<file path="src/rtl/local_port_defines.svh">
`ifndef LOCAL_PORT_DEFINES_SVH
`define LOCAL_PORT_DEFINES_SVH
`define REG_OFFSET_BITS   12
`define IDMA_CODE         4'hF
`define CODE_W            4
`define BURST_MAX_BEATS   3'h4
`define BURST_READ_BEATS  3'h4
`define RD_DEFAULT        32'h00000000
`endif

</file>
<file path="src/rtl/local_port_pkg.sv">
package local_port_pkg;
	typedef enum logic {STYLE_FALL, STYLE_RISE} style_t;
	typedef enum logic [2:0] {M_IDLE, M_REQ, M_ADDR, M_DATA, M_RELEASE} mst_t;
	typedef enum logic [1:0] {S_IDLE, S_DATA, S_ACK, S_PARK} slv_t;
endpackage

</file>
<file path="src/rtl/pin_sync.sv">
`timescale 1ns/1ps
// three-stage synchroniser: output changes only once stages two and three agree
module pin_sync #(
	parameter int W     = 1,
	parameter logic [W-1:0] INIT = '1
) (
	// clock and reset
	input  wire logic         mclk,
	input  wire logic         rst,
	// pins
	input  wire logic [W-1:0] pinIn,
	output logic      [W-1:0] pinOut
);
	logic [W-1:0] s1_q;
	logic [W-1:0] s2_q;
	logic [W-1:0] s3_q;
	logic [W-1:0] out_q;
	wire  [W-1:0] agree = ~(s2_q ^ s3_q);
	genvar i;
	always_ff @(posedge mclk) begin
		if (rst) begin
			s1_q <= INIT;
			s2_q <= INIT;
			s3_q <= INIT;
		end else begin
			s1_q <= pinIn;
			s2_q <= s1_q;
			s3_q <= s2_q;
		end
	end
	generate
		for (i = 0; i < W; i++) begin : g_bit
			always_ff @(posedge mclk) begin
				if (rst)
					out_q[i] <= INIT[i];
				else if (agree[i])
					out_q[i] <= s3_q[i];
			end
		end
	endgenerate
	assign pinOut = out_q;
endmodule // pin_sync

</file>
<file path="src/rtl/local_bus_port.sv">
`timescale 1ns/1ps
`include "local_port_defines.svh"
module local_bus_port #(
	parameter int AW = 32,
	parameter int DW = 32
) (
	// clock and resets
	input  wire logic          mclk,
	input  wire logic          rst,
	input  wire logic          local_reset_in_n,
	input  wire logic          pciReset,
	input  wire logic          softReset,
	output logic               local_reset_out_n_oe,
	output logic               localReset,
	// style and arbitration configuration
	input  wire logic          asyncArb,
	output logic               styleRise,
	// slave side pins
	input  wire logic          address_strobe_n_i,
	input  wire logic          transfer_start_n,
	input  wire logic          pci_window_select_n,
	input  wire logic          image_select,
	input  wire logic          rw_i,
	input  wire logic [3:0]    transaction_code_i,
	input  wire logic [AW-1:0] addr_i,
	input  wire logic [DW-1:0] data_i,
	input  wire logic          burst_last_beat_n_i,
	// slave strobes and acks
	output logic               size_ack0_n_o,
	output logic               size_ack1_transfer_ack_n_o,
	output logic               ack_oe,
	output logic               bus_error_n_o,
	output logic               bus_error_n_oe,
	// master side pins
	output logic               address_strobe_n_o,
	output logic               data_strobe_n_o,
	output logic               strobe_oe,
	output logic               rw_o,
	output logic [3:0]         transaction_code_o,
	output logic [AW-1:0]      addr_o,
	output logic [DW-1:0]      data_o,
	output logic               data_oe,
	output logic               addr_oe,
	output logic               burst_last_beat_n_o,
	output logic               burst_last_beat_n_oe,
	input  wire logic          ack_n_i,
	input  wire logic          bus_error_n_i,
	// arbitration
	output logic               bus_request_n,
	input  wire logic          bus_grant_n,
	input  wire logic          bus_busy_n_i,
	output logic               bus_busy_n_o,
	output logic               bus_busy_n_oe,
	// block transfer handshake
	input  wire logic          fifoNeedsService,
	input  wire logic          dma_done_n,
	output logic               dma_request_n,
	// interrupt pin
	input  wire logic          irqEvent,
	input  wire logic          local_irq_n_i,
	output logic               local_irq_n_oe,
	output logic               pciIntOut,
	// user side: slave access results
	input  wire logic [DW-1:0] readData,
	input  wire logic          slaveError,
	output logic               slvValid,
	output logic               slvWrite,
	output logic               slvIsReg,
	output logic               slvImage,
	output logic               slvIsDma,
	output logic [11:0]        slvRegOffset,
	output logic [AW-1:0]      slvAddr,
	output logic [DW-1:0]      slvData,
	output logic [3:0]         slvCode,
	// user side: master requests
	input  wire logic          mstStart,
	input  wire logic          mstWrite,
	input  wire logic [AW-1:0] mstAddr,
	input  wire logic [DW-1:0] mstData,
	input  wire logic [3:0]    imageCode,
	input  wire logic [2:0]    mstBeats,
	output logic               mstBusy,
	output logic               mstDone,
	output logic               mstError
);
	// arbitration inputs from another master cross a clock boundary when async
	logic grantSync;
	logic busySync;
	pin_sync #(.W(2), .INIT(2'h3)) u_arb_sync (
		.mclk   (mclk),
		.rst    (rst),
		.pinIn  ({bus_grant_n, bus_busy_n_i}),
		.pinOut ({grantSync, busySync})
	);
	wire grantN = asyncArb ? grantSync : bus_grant_n;
	wire busyN  = asyncArb ? busySync : bus_busy_n_i;

	// negative-edge captures for the falling-edge style
	logic fallAs_q;
	logic fallDone_q;
	always_ff @(negedge mclk) begin
		fallAs_q   <= address_strobe_n_i;
		fallDone_q <= dma_done_n;
	end

	// local reset: port logic only, pci configuration lives elsewhere
	logic lrst;
	assign lrst = rst | ~local_reset_in_n;
	assign localReset = lrst;
	assign local_reset_out_n_oe = pciReset | softReset;

	// style strap caught after reset release
	logic style_q;
	logic strapped_q;
	always_ff @(posedge mclk) begin
		if (rst) begin
			strapped_q <= 1'b0;
			style_q    <= 1'b0;
		end else if (!strapped_q) begin
			strapped_q <= 1'b1;
			style_q    <= burst_last_beat_n_i;
		end
	end
	assign styleRise = style_q;

	// interrupt pin
	assign local_irq_n_oe = irqEvent;
	assign pciIntOut = ~local_irq_n_i & ~irqEvent;

	// block transfer request, held off once done seen
	logic dmaReq_q;
	logic doneSeen_q;
	wire  doneNow = style_q ? ~dma_done_n : ~fallDone_q;
	always_ff @(posedge mclk) begin
		if (lrst)
			doneSeen_q <= 1'b0;
		else if (doneNow)
			doneSeen_q <= 1'b1;
		else if (!fifoNeedsService)
			doneSeen_q <= 1'b0;
	end
	always_ff @(negedge mclk) begin
		dmaReq_q <= fifoNeedsService & ~doneSeen_q & ~doneNow & ~lrst;
	end
	assign dma_request_n = ~dmaReq_q;

	// slave: start seen on the style's strobe
	function automatic logic [11:0] regOffset(input logic [AW-1:0] a);
		return a[`REG_OFFSET_BITS-1:0];
	endfunction
	local_port_pkg::slv_t sst_q;
	logic [1:0] beats_q;
	wire  startFall = ~style_q & ~fallAs_q & (sst_q == local_port_pkg::S_IDLE);
	wire  startRise = style_q & ~transfer_start_n & (sst_q == local_port_pkg::S_IDLE);
	wire  slvStart  = (startFall | startRise) & ~pci_window_select_n;
	wire  lastBeat  = ~style_q | ~burst_last_beat_n_i | (beats_q == 2'h3);
	always_ff @(posedge mclk) begin
		if (lrst) begin
			sst_q   <= local_port_pkg::S_IDLE;
			beats_q <= 2'h0;
		end else begin
			unique case (sst_q)
				local_port_pkg::S_IDLE: begin
					beats_q <= 2'h0;
					if (slvStart)
						sst_q <= local_port_pkg::S_DATA;
				end
				local_port_pkg::S_DATA: sst_q <= local_port_pkg::S_ACK;
				local_port_pkg::S_ACK: begin
					beats_q <= beats_q + 2'h1;
					if (style_q ? lastBeat : fallAs_q)
						sst_q <= local_port_pkg::S_PARK;
				end
				local_port_pkg::S_PARK: sst_q <= local_port_pkg::S_IDLE;
			endcase
		end
	end
	always_ff @(posedge mclk) begin
		if (lrst) begin
			slvValid     <= 1'b0;
			slvWrite     <= 1'b0;
			slvIsReg     <= 1'b0;
			slvImage     <= 1'b0;
			slvIsDma     <= 1'b0;
			slvRegOffset <= 12'h000;
			slvAddr      <= '0;
			slvData      <= '0;
			slvCode      <= 4'h0;
		end else begin
			slvValid <= sst_q == local_port_pkg::S_DATA;
			if (slvStart) begin
				slvAddr      <= addr_i;
				slvRegOffset <= regOffset(addr_i);
				slvImage     <= image_select;
				slvWrite     <= ~rw_i;
				slvIsReg     <= 1'b0;
			end
			if (sst_q == local_port_pkg::S_DATA) begin
				slvData  <= data_i;
				slvCode  <= transaction_code_i;
				slvIsDma <= transaction_code_i == `IDMA_CODE;
			end
		end
	end
	// acknowledge: both size acks low, park high for one and a half clocks, then float
	logic ackPark_q;
	always_ff @(negedge mclk) begin
		ackPark_q <= sst_q == local_port_pkg::S_PARK;
	end
	wire ackActive = sst_q == local_port_pkg::S_ACK;
	assign size_ack0_n_o              = ~(ackActive & ~slaveError);
	assign size_ack1_transfer_ack_n_o = ~(ackActive & ~slaveError);
	assign ack_oe = ackActive | (sst_q == local_port_pkg::S_PARK) | ackPark_q;
	assign bus_error_n_o  = ~(ackActive & slaveError);
	assign bus_error_n_oe = ackActive | (sst_q == local_port_pkg::S_PARK);

	// master with three-wire arbitration
	local_port_pkg::mst_t mst_q;
	logic          mstOe_q;
	logic [DW-1:0] mData_q;
	logic [2:0]    mBeat_q;
	logic          grantSeen_q;
	logic          dsFall_q;
	assign data_o = mstOe_q ? mData_q : readData;
	always_ff @(posedge mclk) begin
		if (lrst) begin
			mst_q       <= local_port_pkg::M_IDLE;
			mstOe_q     <= 1'b0;
			mData_q     <= '0;
			mBeat_q     <= 3'h0;
			grantSeen_q <= 1'b0;
			mstDone     <= 1'b0;
			mstError    <= 1'b0;
			addr_o      <= '0;
			rw_o        <= 1'b1;
			transaction_code_o <= 4'h0;
		end else begin
			mstDone <= 1'b0;
			unique case (mst_q)
				local_port_pkg::M_IDLE: begin
					grantSeen_q <= 1'b0;
					if (mstStart) begin
						mst_q   <= local_port_pkg::M_REQ;
						addr_o  <= mstAddr;
						rw_o    <= ~mstWrite;
						transaction_code_o <= imageCode;
						mData_q <= mstData;
						mBeat_q <= mstWrite ? mstBeats : `BURST_READ_BEATS;
					end
				end
				local_port_pkg::M_REQ: begin
					if (!grantN && busyN)
						grantSeen_q <= 1'b1;
					if (grantSeen_q) begin
						mst_q   <= local_port_pkg::M_ADDR;
						mstOe_q <= 1'b1;
					end
				end
				local_port_pkg::M_ADDR: mst_q <= local_port_pkg::M_DATA;
				local_port_pkg::M_DATA: begin
					if (!bus_error_n_i) begin
						mstError <= 1'b1;
						mst_q    <= local_port_pkg::M_RELEASE;
					end else if (!ack_n_i) begin
						mBeat_q <= mBeat_q - 3'h1;
						if (mBeat_q <= 3'h1 || !style_q)
							mst_q <= local_port_pkg::M_RELEASE;
					end
				end
				local_port_pkg::M_RELEASE: begin
					mstOe_q <= 1'b0;
					mstDone <= 1'b1;
					mst_q   <= local_port_pkg::M_IDLE;
				end
			endcase
		end
	end
	// write data strobe trails the address strobe by half a clock
	always_ff @(negedge mclk) begin
		dsFall_q <= (mst_q == local_port_pkg::M_DATA);
	end
	wire asOn = (mst_q == local_port_pkg::M_DATA);
	assign address_strobe_n_o = ~asOn;
	assign data_strobe_n_o    = rw_o ? ~asOn : ~(asOn & dsFall_q);
	assign strobe_oe  = mstOe_q; // strobes negated in release before float
	assign addr_oe    = mstOe_q;
	assign data_oe    = (mstOe_q & ~rw_o) | (ackActive & ~slvWrite);
	assign burst_last_beat_n_o  = ~(asOn & ~rw_o & style_q & (mBeat_q == 3'h2));
	assign burst_last_beat_n_oe = mstOe_q & style_q;
	assign bus_request_n = ~(mst_q == local_port_pkg::M_REQ);
	assign bus_busy_n_o  = ~(asOn | (mst_q == local_port_pkg::M_ADDR));
	assign bus_busy_n_oe = mstOe_q;
	assign mstBusy = mst_q != local_port_pkg::M_IDLE;

	// checks
	both_acks_a: assert property (@(posedge mclk) disable iff (lrst)
		size_ack0_n_o == size_ack1_transfer_ack_n_o) else $error("size acks differ");
	park_float_a: assert property (@(posedge mclk) disable iff (lrst)
		sst_q == local_port_pkg::S_PARK |=> !ackActive) else $error("ack not released");
	busy_grant_a: assert property (@(posedge mclk) disable iff (lrst)
		$rose(grantSeen_q) |=> !bus_busy_n_o) else $error("busy late after grant");
	reset_out_a: assert property (@(posedge mclk)
		pciReset |-> local_reset_out_n_oe) else $error("reset out missing");
	done_stop_a: assert property (@(posedge mclk) disable iff (lrst)
		doneSeen_q |=> ##1 dma_request_n) else $error("request after done");
	code_drive_a: assert property (@(posedge mclk) disable iff (lrst)
		asOn |-> addr_oe) else $error("code not driven");
	read_ds_a: assert property (@(posedge mclk) disable iff (lrst)
		rw_o && mstOe_q |-> data_strobe_n_o == address_strobe_n_o) else $error("read strobe skew");
	irq_pin_a: assert property (@(posedge mclk)
		irqEvent |-> local_irq_n_oe) else $error("irq not driven");
endmodule // local_bus_port

</file>
<file path="config.mk">
export PLATFORM = sky130hd
export DESIGN_NAME = local_bus_port
export DESIGN_NICKNAME = d
export VERILOG_FILES = /design/src/rtl/local_port_pkg.sv /design/src/rtl/pin_sync.sv /design/src/rtl/local_bus_port.sv
export VERILOG_INCLUDE_DIRS = /design/src /design/src/rtl
export SDC_FILE = /design/constraint.sdc
export NUM_CORES = 1
export LEC_CHECK = 0
export BUFFER_PORTS_ARGS = -buffer_cell sky130_fd_sc_hd__buf_2
export CAP_MARGIN = 20
export CORE_AREA = 2 2 145 147
export CTS_CLUSTER_SIZE = 25
export DETAILED_ROUTE_END_ITERATION = 16
export DIE_AREA = 0 0 147 149
export PLACE_DENSITY = 0.65
export SLEW_MARGIN = 0
export SYNTH_ARGS = -nofsm -noshare
export SYNTH_HDL_FRONTEND = slang
export SYNTH_SLANG_ARGS = --single-unit
export TNS_END_PERCENT = 5
</file>
<file path="constraint.sdc">
create_clock -name mclk -period 4.8 [get_ports mclk]
set_clock_uncertainty 0.15 [all_clocks]
set_input_delay 0.48 -clock mclk [delete_from_list [all_inputs] [get_ports mclk]]
set_output_delay 0.48 -clock mclk [all_outputs]
set_load 0.005 [all_outputs]
</file>
# After elaboration in Yosys (flattened, before gate mapping)
# Index checks and enable logic that the tools add are counted.
[word_totals] out_inout_bits=178 regBits=183 wordCells=159
[op_classes] order_cmp=1 bitwise_logic=56 addsub=2 muxes=29 eq_ne=20 n_reduce_logical=18
[ops] operator="$mux 32" n=1
[ops] operator="$mux 3" n=9
[ops] operator="$not 1->1" n=27
[ops] operator="$and 1x1->1" n=18
[ops] operator="$pmux 3 s5" n=1
[ops] operator="$ne 2x2->1 const B" n=6
[ops] operator="$mux 1" n=11
[ops] operator="$reduce_and 2->1" n=5
[ops] operator="$eq 3x2->1 const B" n=3
[ops] operator="$or 1x1->1" n=9
[ops] operator="$pmux 2 s4" n=1
[ops] operator="$reduce_and 4->1" n=2
[ops] operator="$reduce_bool 2->1" n=4
[ops] operator="$eq 2x2->1 const B" n=3
[ops] operator="$pmux 3 s2" n=1
[ops] operator="$eq 4x4->1 const B" n=1
[ops] operator="$mux 2" n=2
[ops] operator="$ne 2x1->1 const B" n=2
[ops] operator="$pmux 1 s2" n=2
[ops] operator="$pmux 2 s2" n=1
[ops] operator="$eq 3x1->1 const B" n=1
[ops] operator="$eq 3x3->1 const B" n=1
[ops] operator="$le 3x1->1 const B" n=1
[ops] operator="$logic_not 3->1" n=1
[ops] operator="12 further kinds" n=13

# Logic depth before layout (Yosys ltp)
[logic_depth] word_depth=7 ltp_mapped=8

# Modules after synthesis
# Synthesis repeated with hierarchy kept, for this count alone.
[hier_totals] hier_cells=774 hier_area_um2=6700.2
[modules_own_cells] mod="local_bus_port" area_per_inst_um2=6470.0 cells_per_inst=754 n_inst=1
[modules_own_cells] mod="pin_sync" area_per_inst_um2=230.2 cells_per_inst=20 n_inst=1

==> run_results.csv <==
group,metric,value,unit
power,internal_power,0.00236,W
power,finalPower,0.00320,W
worst_setup_path,crit_path_top_delay_cell,"dfxtp_1",
power,p_comb_frac,0.097,
cells_and_area,drive_gt1_frac,0.410,
power,p_sw,0.000838,W
grt,grt_usage,0.173,
worst_setup_path,crit_path_max_fanout,1,
route,vias_per_cell,4.49,
cts,clk_pin_slew,0.07,ns
cts,cts_resized,0,
power,pwr-share-seq,0.462,
job,maxCapViolations,0,
route,vias,6295,
sta,worst_slack,0.568,ns
outcome,status,"finished clean",
cts,cts_sinks,171,
grt,grt_pass1_wl,29600,um
route,wl_per_cell,14.2,um
worst_setup_path,max_stage_delay,0.29,ns
cts,ctsHoldBuffers,0,
placement,dpl.hpwl,14400,um
cts,cts_root_buffer,"clkbuf_16",
power,clkPwrFrac,0.441,
synth,syn_inst,774,
placement,place.gp.congestion,0.775,
route,ant_nets,0,
cts,htreeDepth,4,
floorplan,die_width,147,um
sta,worst_slew_pin_slew,1.07,ns
floorplan,die_h,149,um
cells_and_area,final_nets,1313,
synth,synthesis.nets,976,
worst_setup_path,crit_chain,"o21ai_0 > buf_2",
synth,ys_types,44,
grt,grt_overflow,0,
power,cellPowerDensity,345,nW/um^2
cells_and_area,final_cells,1402,
sta,setup_violations,0,
synth,synth_area_leaders,"dfxtp_1 51%, nand2_1 12%, a21oi_1 8.1%",
floorplan,start_util,0.327,
synth,yosysSeqAreaShare,0.510,
power,p_sw_frac,0.262,
synth,synth_area_per_cell,8.67,um^2
grt,antenna_found_initial,3,
worst_setup_path,cp-start-kind,"flip-flop",
power,ir_worst_vdd,0.225,mV
cells_and_area,areaGrowthSynthToFinish,37.8,%
placement,post-place-cells,1363,
floorplan,dieArea,21900,um^2
cts,cts_tree,"built",
cts,post_cts_buffers,0,
grt,grt_pass1_vias,5822,
cts,cts_buffers,17,
cts,insertion_delay,0.45,ns
placement,numPortBuffers,370,
route,drtIter0Drc,240,
cts,clockBufferDepth,2,
floorplan,fp-row-count,53,
sta,rsz0062_at_grt,"false",
synth,synth_top_area_frac,0.510,
route,first_pass_iters,4,
placement,place_ws,0.876,ns
synth,yosysTopAreaCell,"dfxtp_1",
worst_setup_path,worstSetupPathType,"reg -> out",
sta,slew_headroom,0.290,
cells_and_area,fill_cells,2048,
power,p_leak,4.28,nW
worst_setup_path,crit_required,4.17,ns
hold_path,hp-class,"in -> reg",
route,routed_wl,19900,um
worst_setup_path,cp.arrival,3.60,ns
sta,fin_tns_setup,0,ns
floorplan,core,20600,um^2
synth,ys_warn_count,0,
floorplan,io_pins,372,
sta,maxSlewViolCount,0,
grt,grt_max_degree,100,
route,post-route-drc-count,0,
worst_setup_path,timing.critical_path.buf_inv,1,
synth,netlist_area,6710,um^2
worst_setup_path,crit_family,"flip-flops",
worst_setup_path,endpoint_kind,"output port",
synth,ys_ff_latch,171,
sta,hold_viol_final,0,
==> registers in the layout (all words and copies together) (netlist names), 2 cells and up <==
register and cells:
mBeat_q 3, beats_q 2, slvRegOffset 11, u_arb_sync.pinOut 2
mst_q 3, slvData 32, u_arb_sync.s3_q 2, slvAddr 21
sst_q 2, mData_q 32, u_arb_sync.s2_q 2, transaction_code_o 4
addr_o 32, u_arb_sync.s1_q 2, slvCode 4
==> area by class of cell <==
class	instances	area [um^2]	area share
Antenna cell	3	7.51	0.000812
Clock buffer	17	425	0.0460
Clock inverter	20	190	0.0206
Inverter	14	55.1	0.00595
Multi-Input combinational cell	520	2850	0.308
Sequential cell	171	3420	0.370
Tap cell	275	344	0.0372
Timing Repair Buffer	382	1950	0.211
==> worst paths after layout <==
kind	depth (start not counted)	end	slack, ns	from
setup / recovery	2	data_strobe_n_o	0.57	dsFall_q
setup reg to reg	5	sst_q[1]	0.87	fallAs_q
hold / removal	2	slvWrite	0.08	rw_i
hold reg to reg	1	u_arb_sync.s2_q[0]	0.26	u_arb_sync.s1_q[0]
==> through the flow <==
step | instance area, um^2 | hold slack (ns) | utilization
2_1_floorplan | 6710 | 0.239 | -
3_3_place_gp | 8610 | 0.244 | 0.419
3_5_place_dp | 8630 | 0.243 | 0.420
4_1_cts | 9240 | 0.0522 | 0.450
5_1_grt | 9250 | 0.0569 | 0.450
6_report | 9250 | 0.0753 | 0.450
==> placed cells by master, fill, tap and decap left out, types with 2 or more instances in the layout <==
master,netlist,layout
a22oi_1,3,3
nor3_1,2,2
nor2b_1,2,2
nand4b_1,2,2
inv_8,0,6
diode_2,0,3
nand2_1,214,213
a21oi_1,108,108
and3_1,2,2
nand2b_1,2,2
a211oi_1,2,2
o21a_1,2,2
clkbuf_16,0,17
and2_1,4,3
ha_1,8,7
o21ai_0,5,5
inv_6,0,4
dfxtp_1,171,171
nor2_1,59,59
or2_2,8,8
buf_4,20,11
nand3b_1,2,2
o211ai_1,2,2
inv_1,14,18
buf_2,23,370
o22ai_1,3,3
clkinv_4,0,2
mux2i_1,42,42
mux2_2,32,32
==> per-layer routing <==
layer	vias up	share of wire	routed length (um)	global-route usage
met5	-	0	0	0
met1	2838	0.41	8090	0.195
li1	3198	-	-	-
met4	0	0.024	484	0.0760
met3	24	0.075	1490	0.0517
met2	235	0.49	9790	0.304
==> cells by family after synthesis <==
logic type,count (synthesis),synth area share
simple gates,305,0.186
mux,74,0.116
compound gates,132,0.106
other cells,1,0.000559
flops,171,0.510
fa+ha+maj,8,0.0149
buf+inv,83,0.0664
==> power by group through the flow <==
stage | logic (W) | clock network, W | registers [W]
2_1_floorplan | 0.000163 | 0.00000777 | 0.00151
3_3_place_gp | 0.000309 | 0.00000777 | 0.00151
3_5_place_dp | 0.000313 | 0.00000777 | 0.00151
4_1_cts | 0.000314 | 0.00146 | 0.00148
5_1_grt | 0.000346 | 0.00152 | 0.00148
6_report | 0.000309 | 0.00141 | 0.00148
==> Yosys cell counts (all sizes together) <==
cell	n
nor4	1
mux2	32
dfxtp	171
o211ai	2
clkbuf	20
inv	15
a21o	1
o21ai	5
o21bai	1
and4	1
a2111oi	1
nand2b	2
and2	4
o22ai	3
and3	2
nand3	1
nor2	60
a21oi	109
o211a	1
a211oi	2
ha	8
nand2	214
nor4b	1
a22oi	3
mux2i	42
buf	48
a31oi	1
or3	1
nand4b	2
nand3b	2
o21a	2
a32o	1
nor3b	1
or2	8
nor2b	2
nor3	2
or3b	1
conb	1
(Power assumes the default switching activity.)
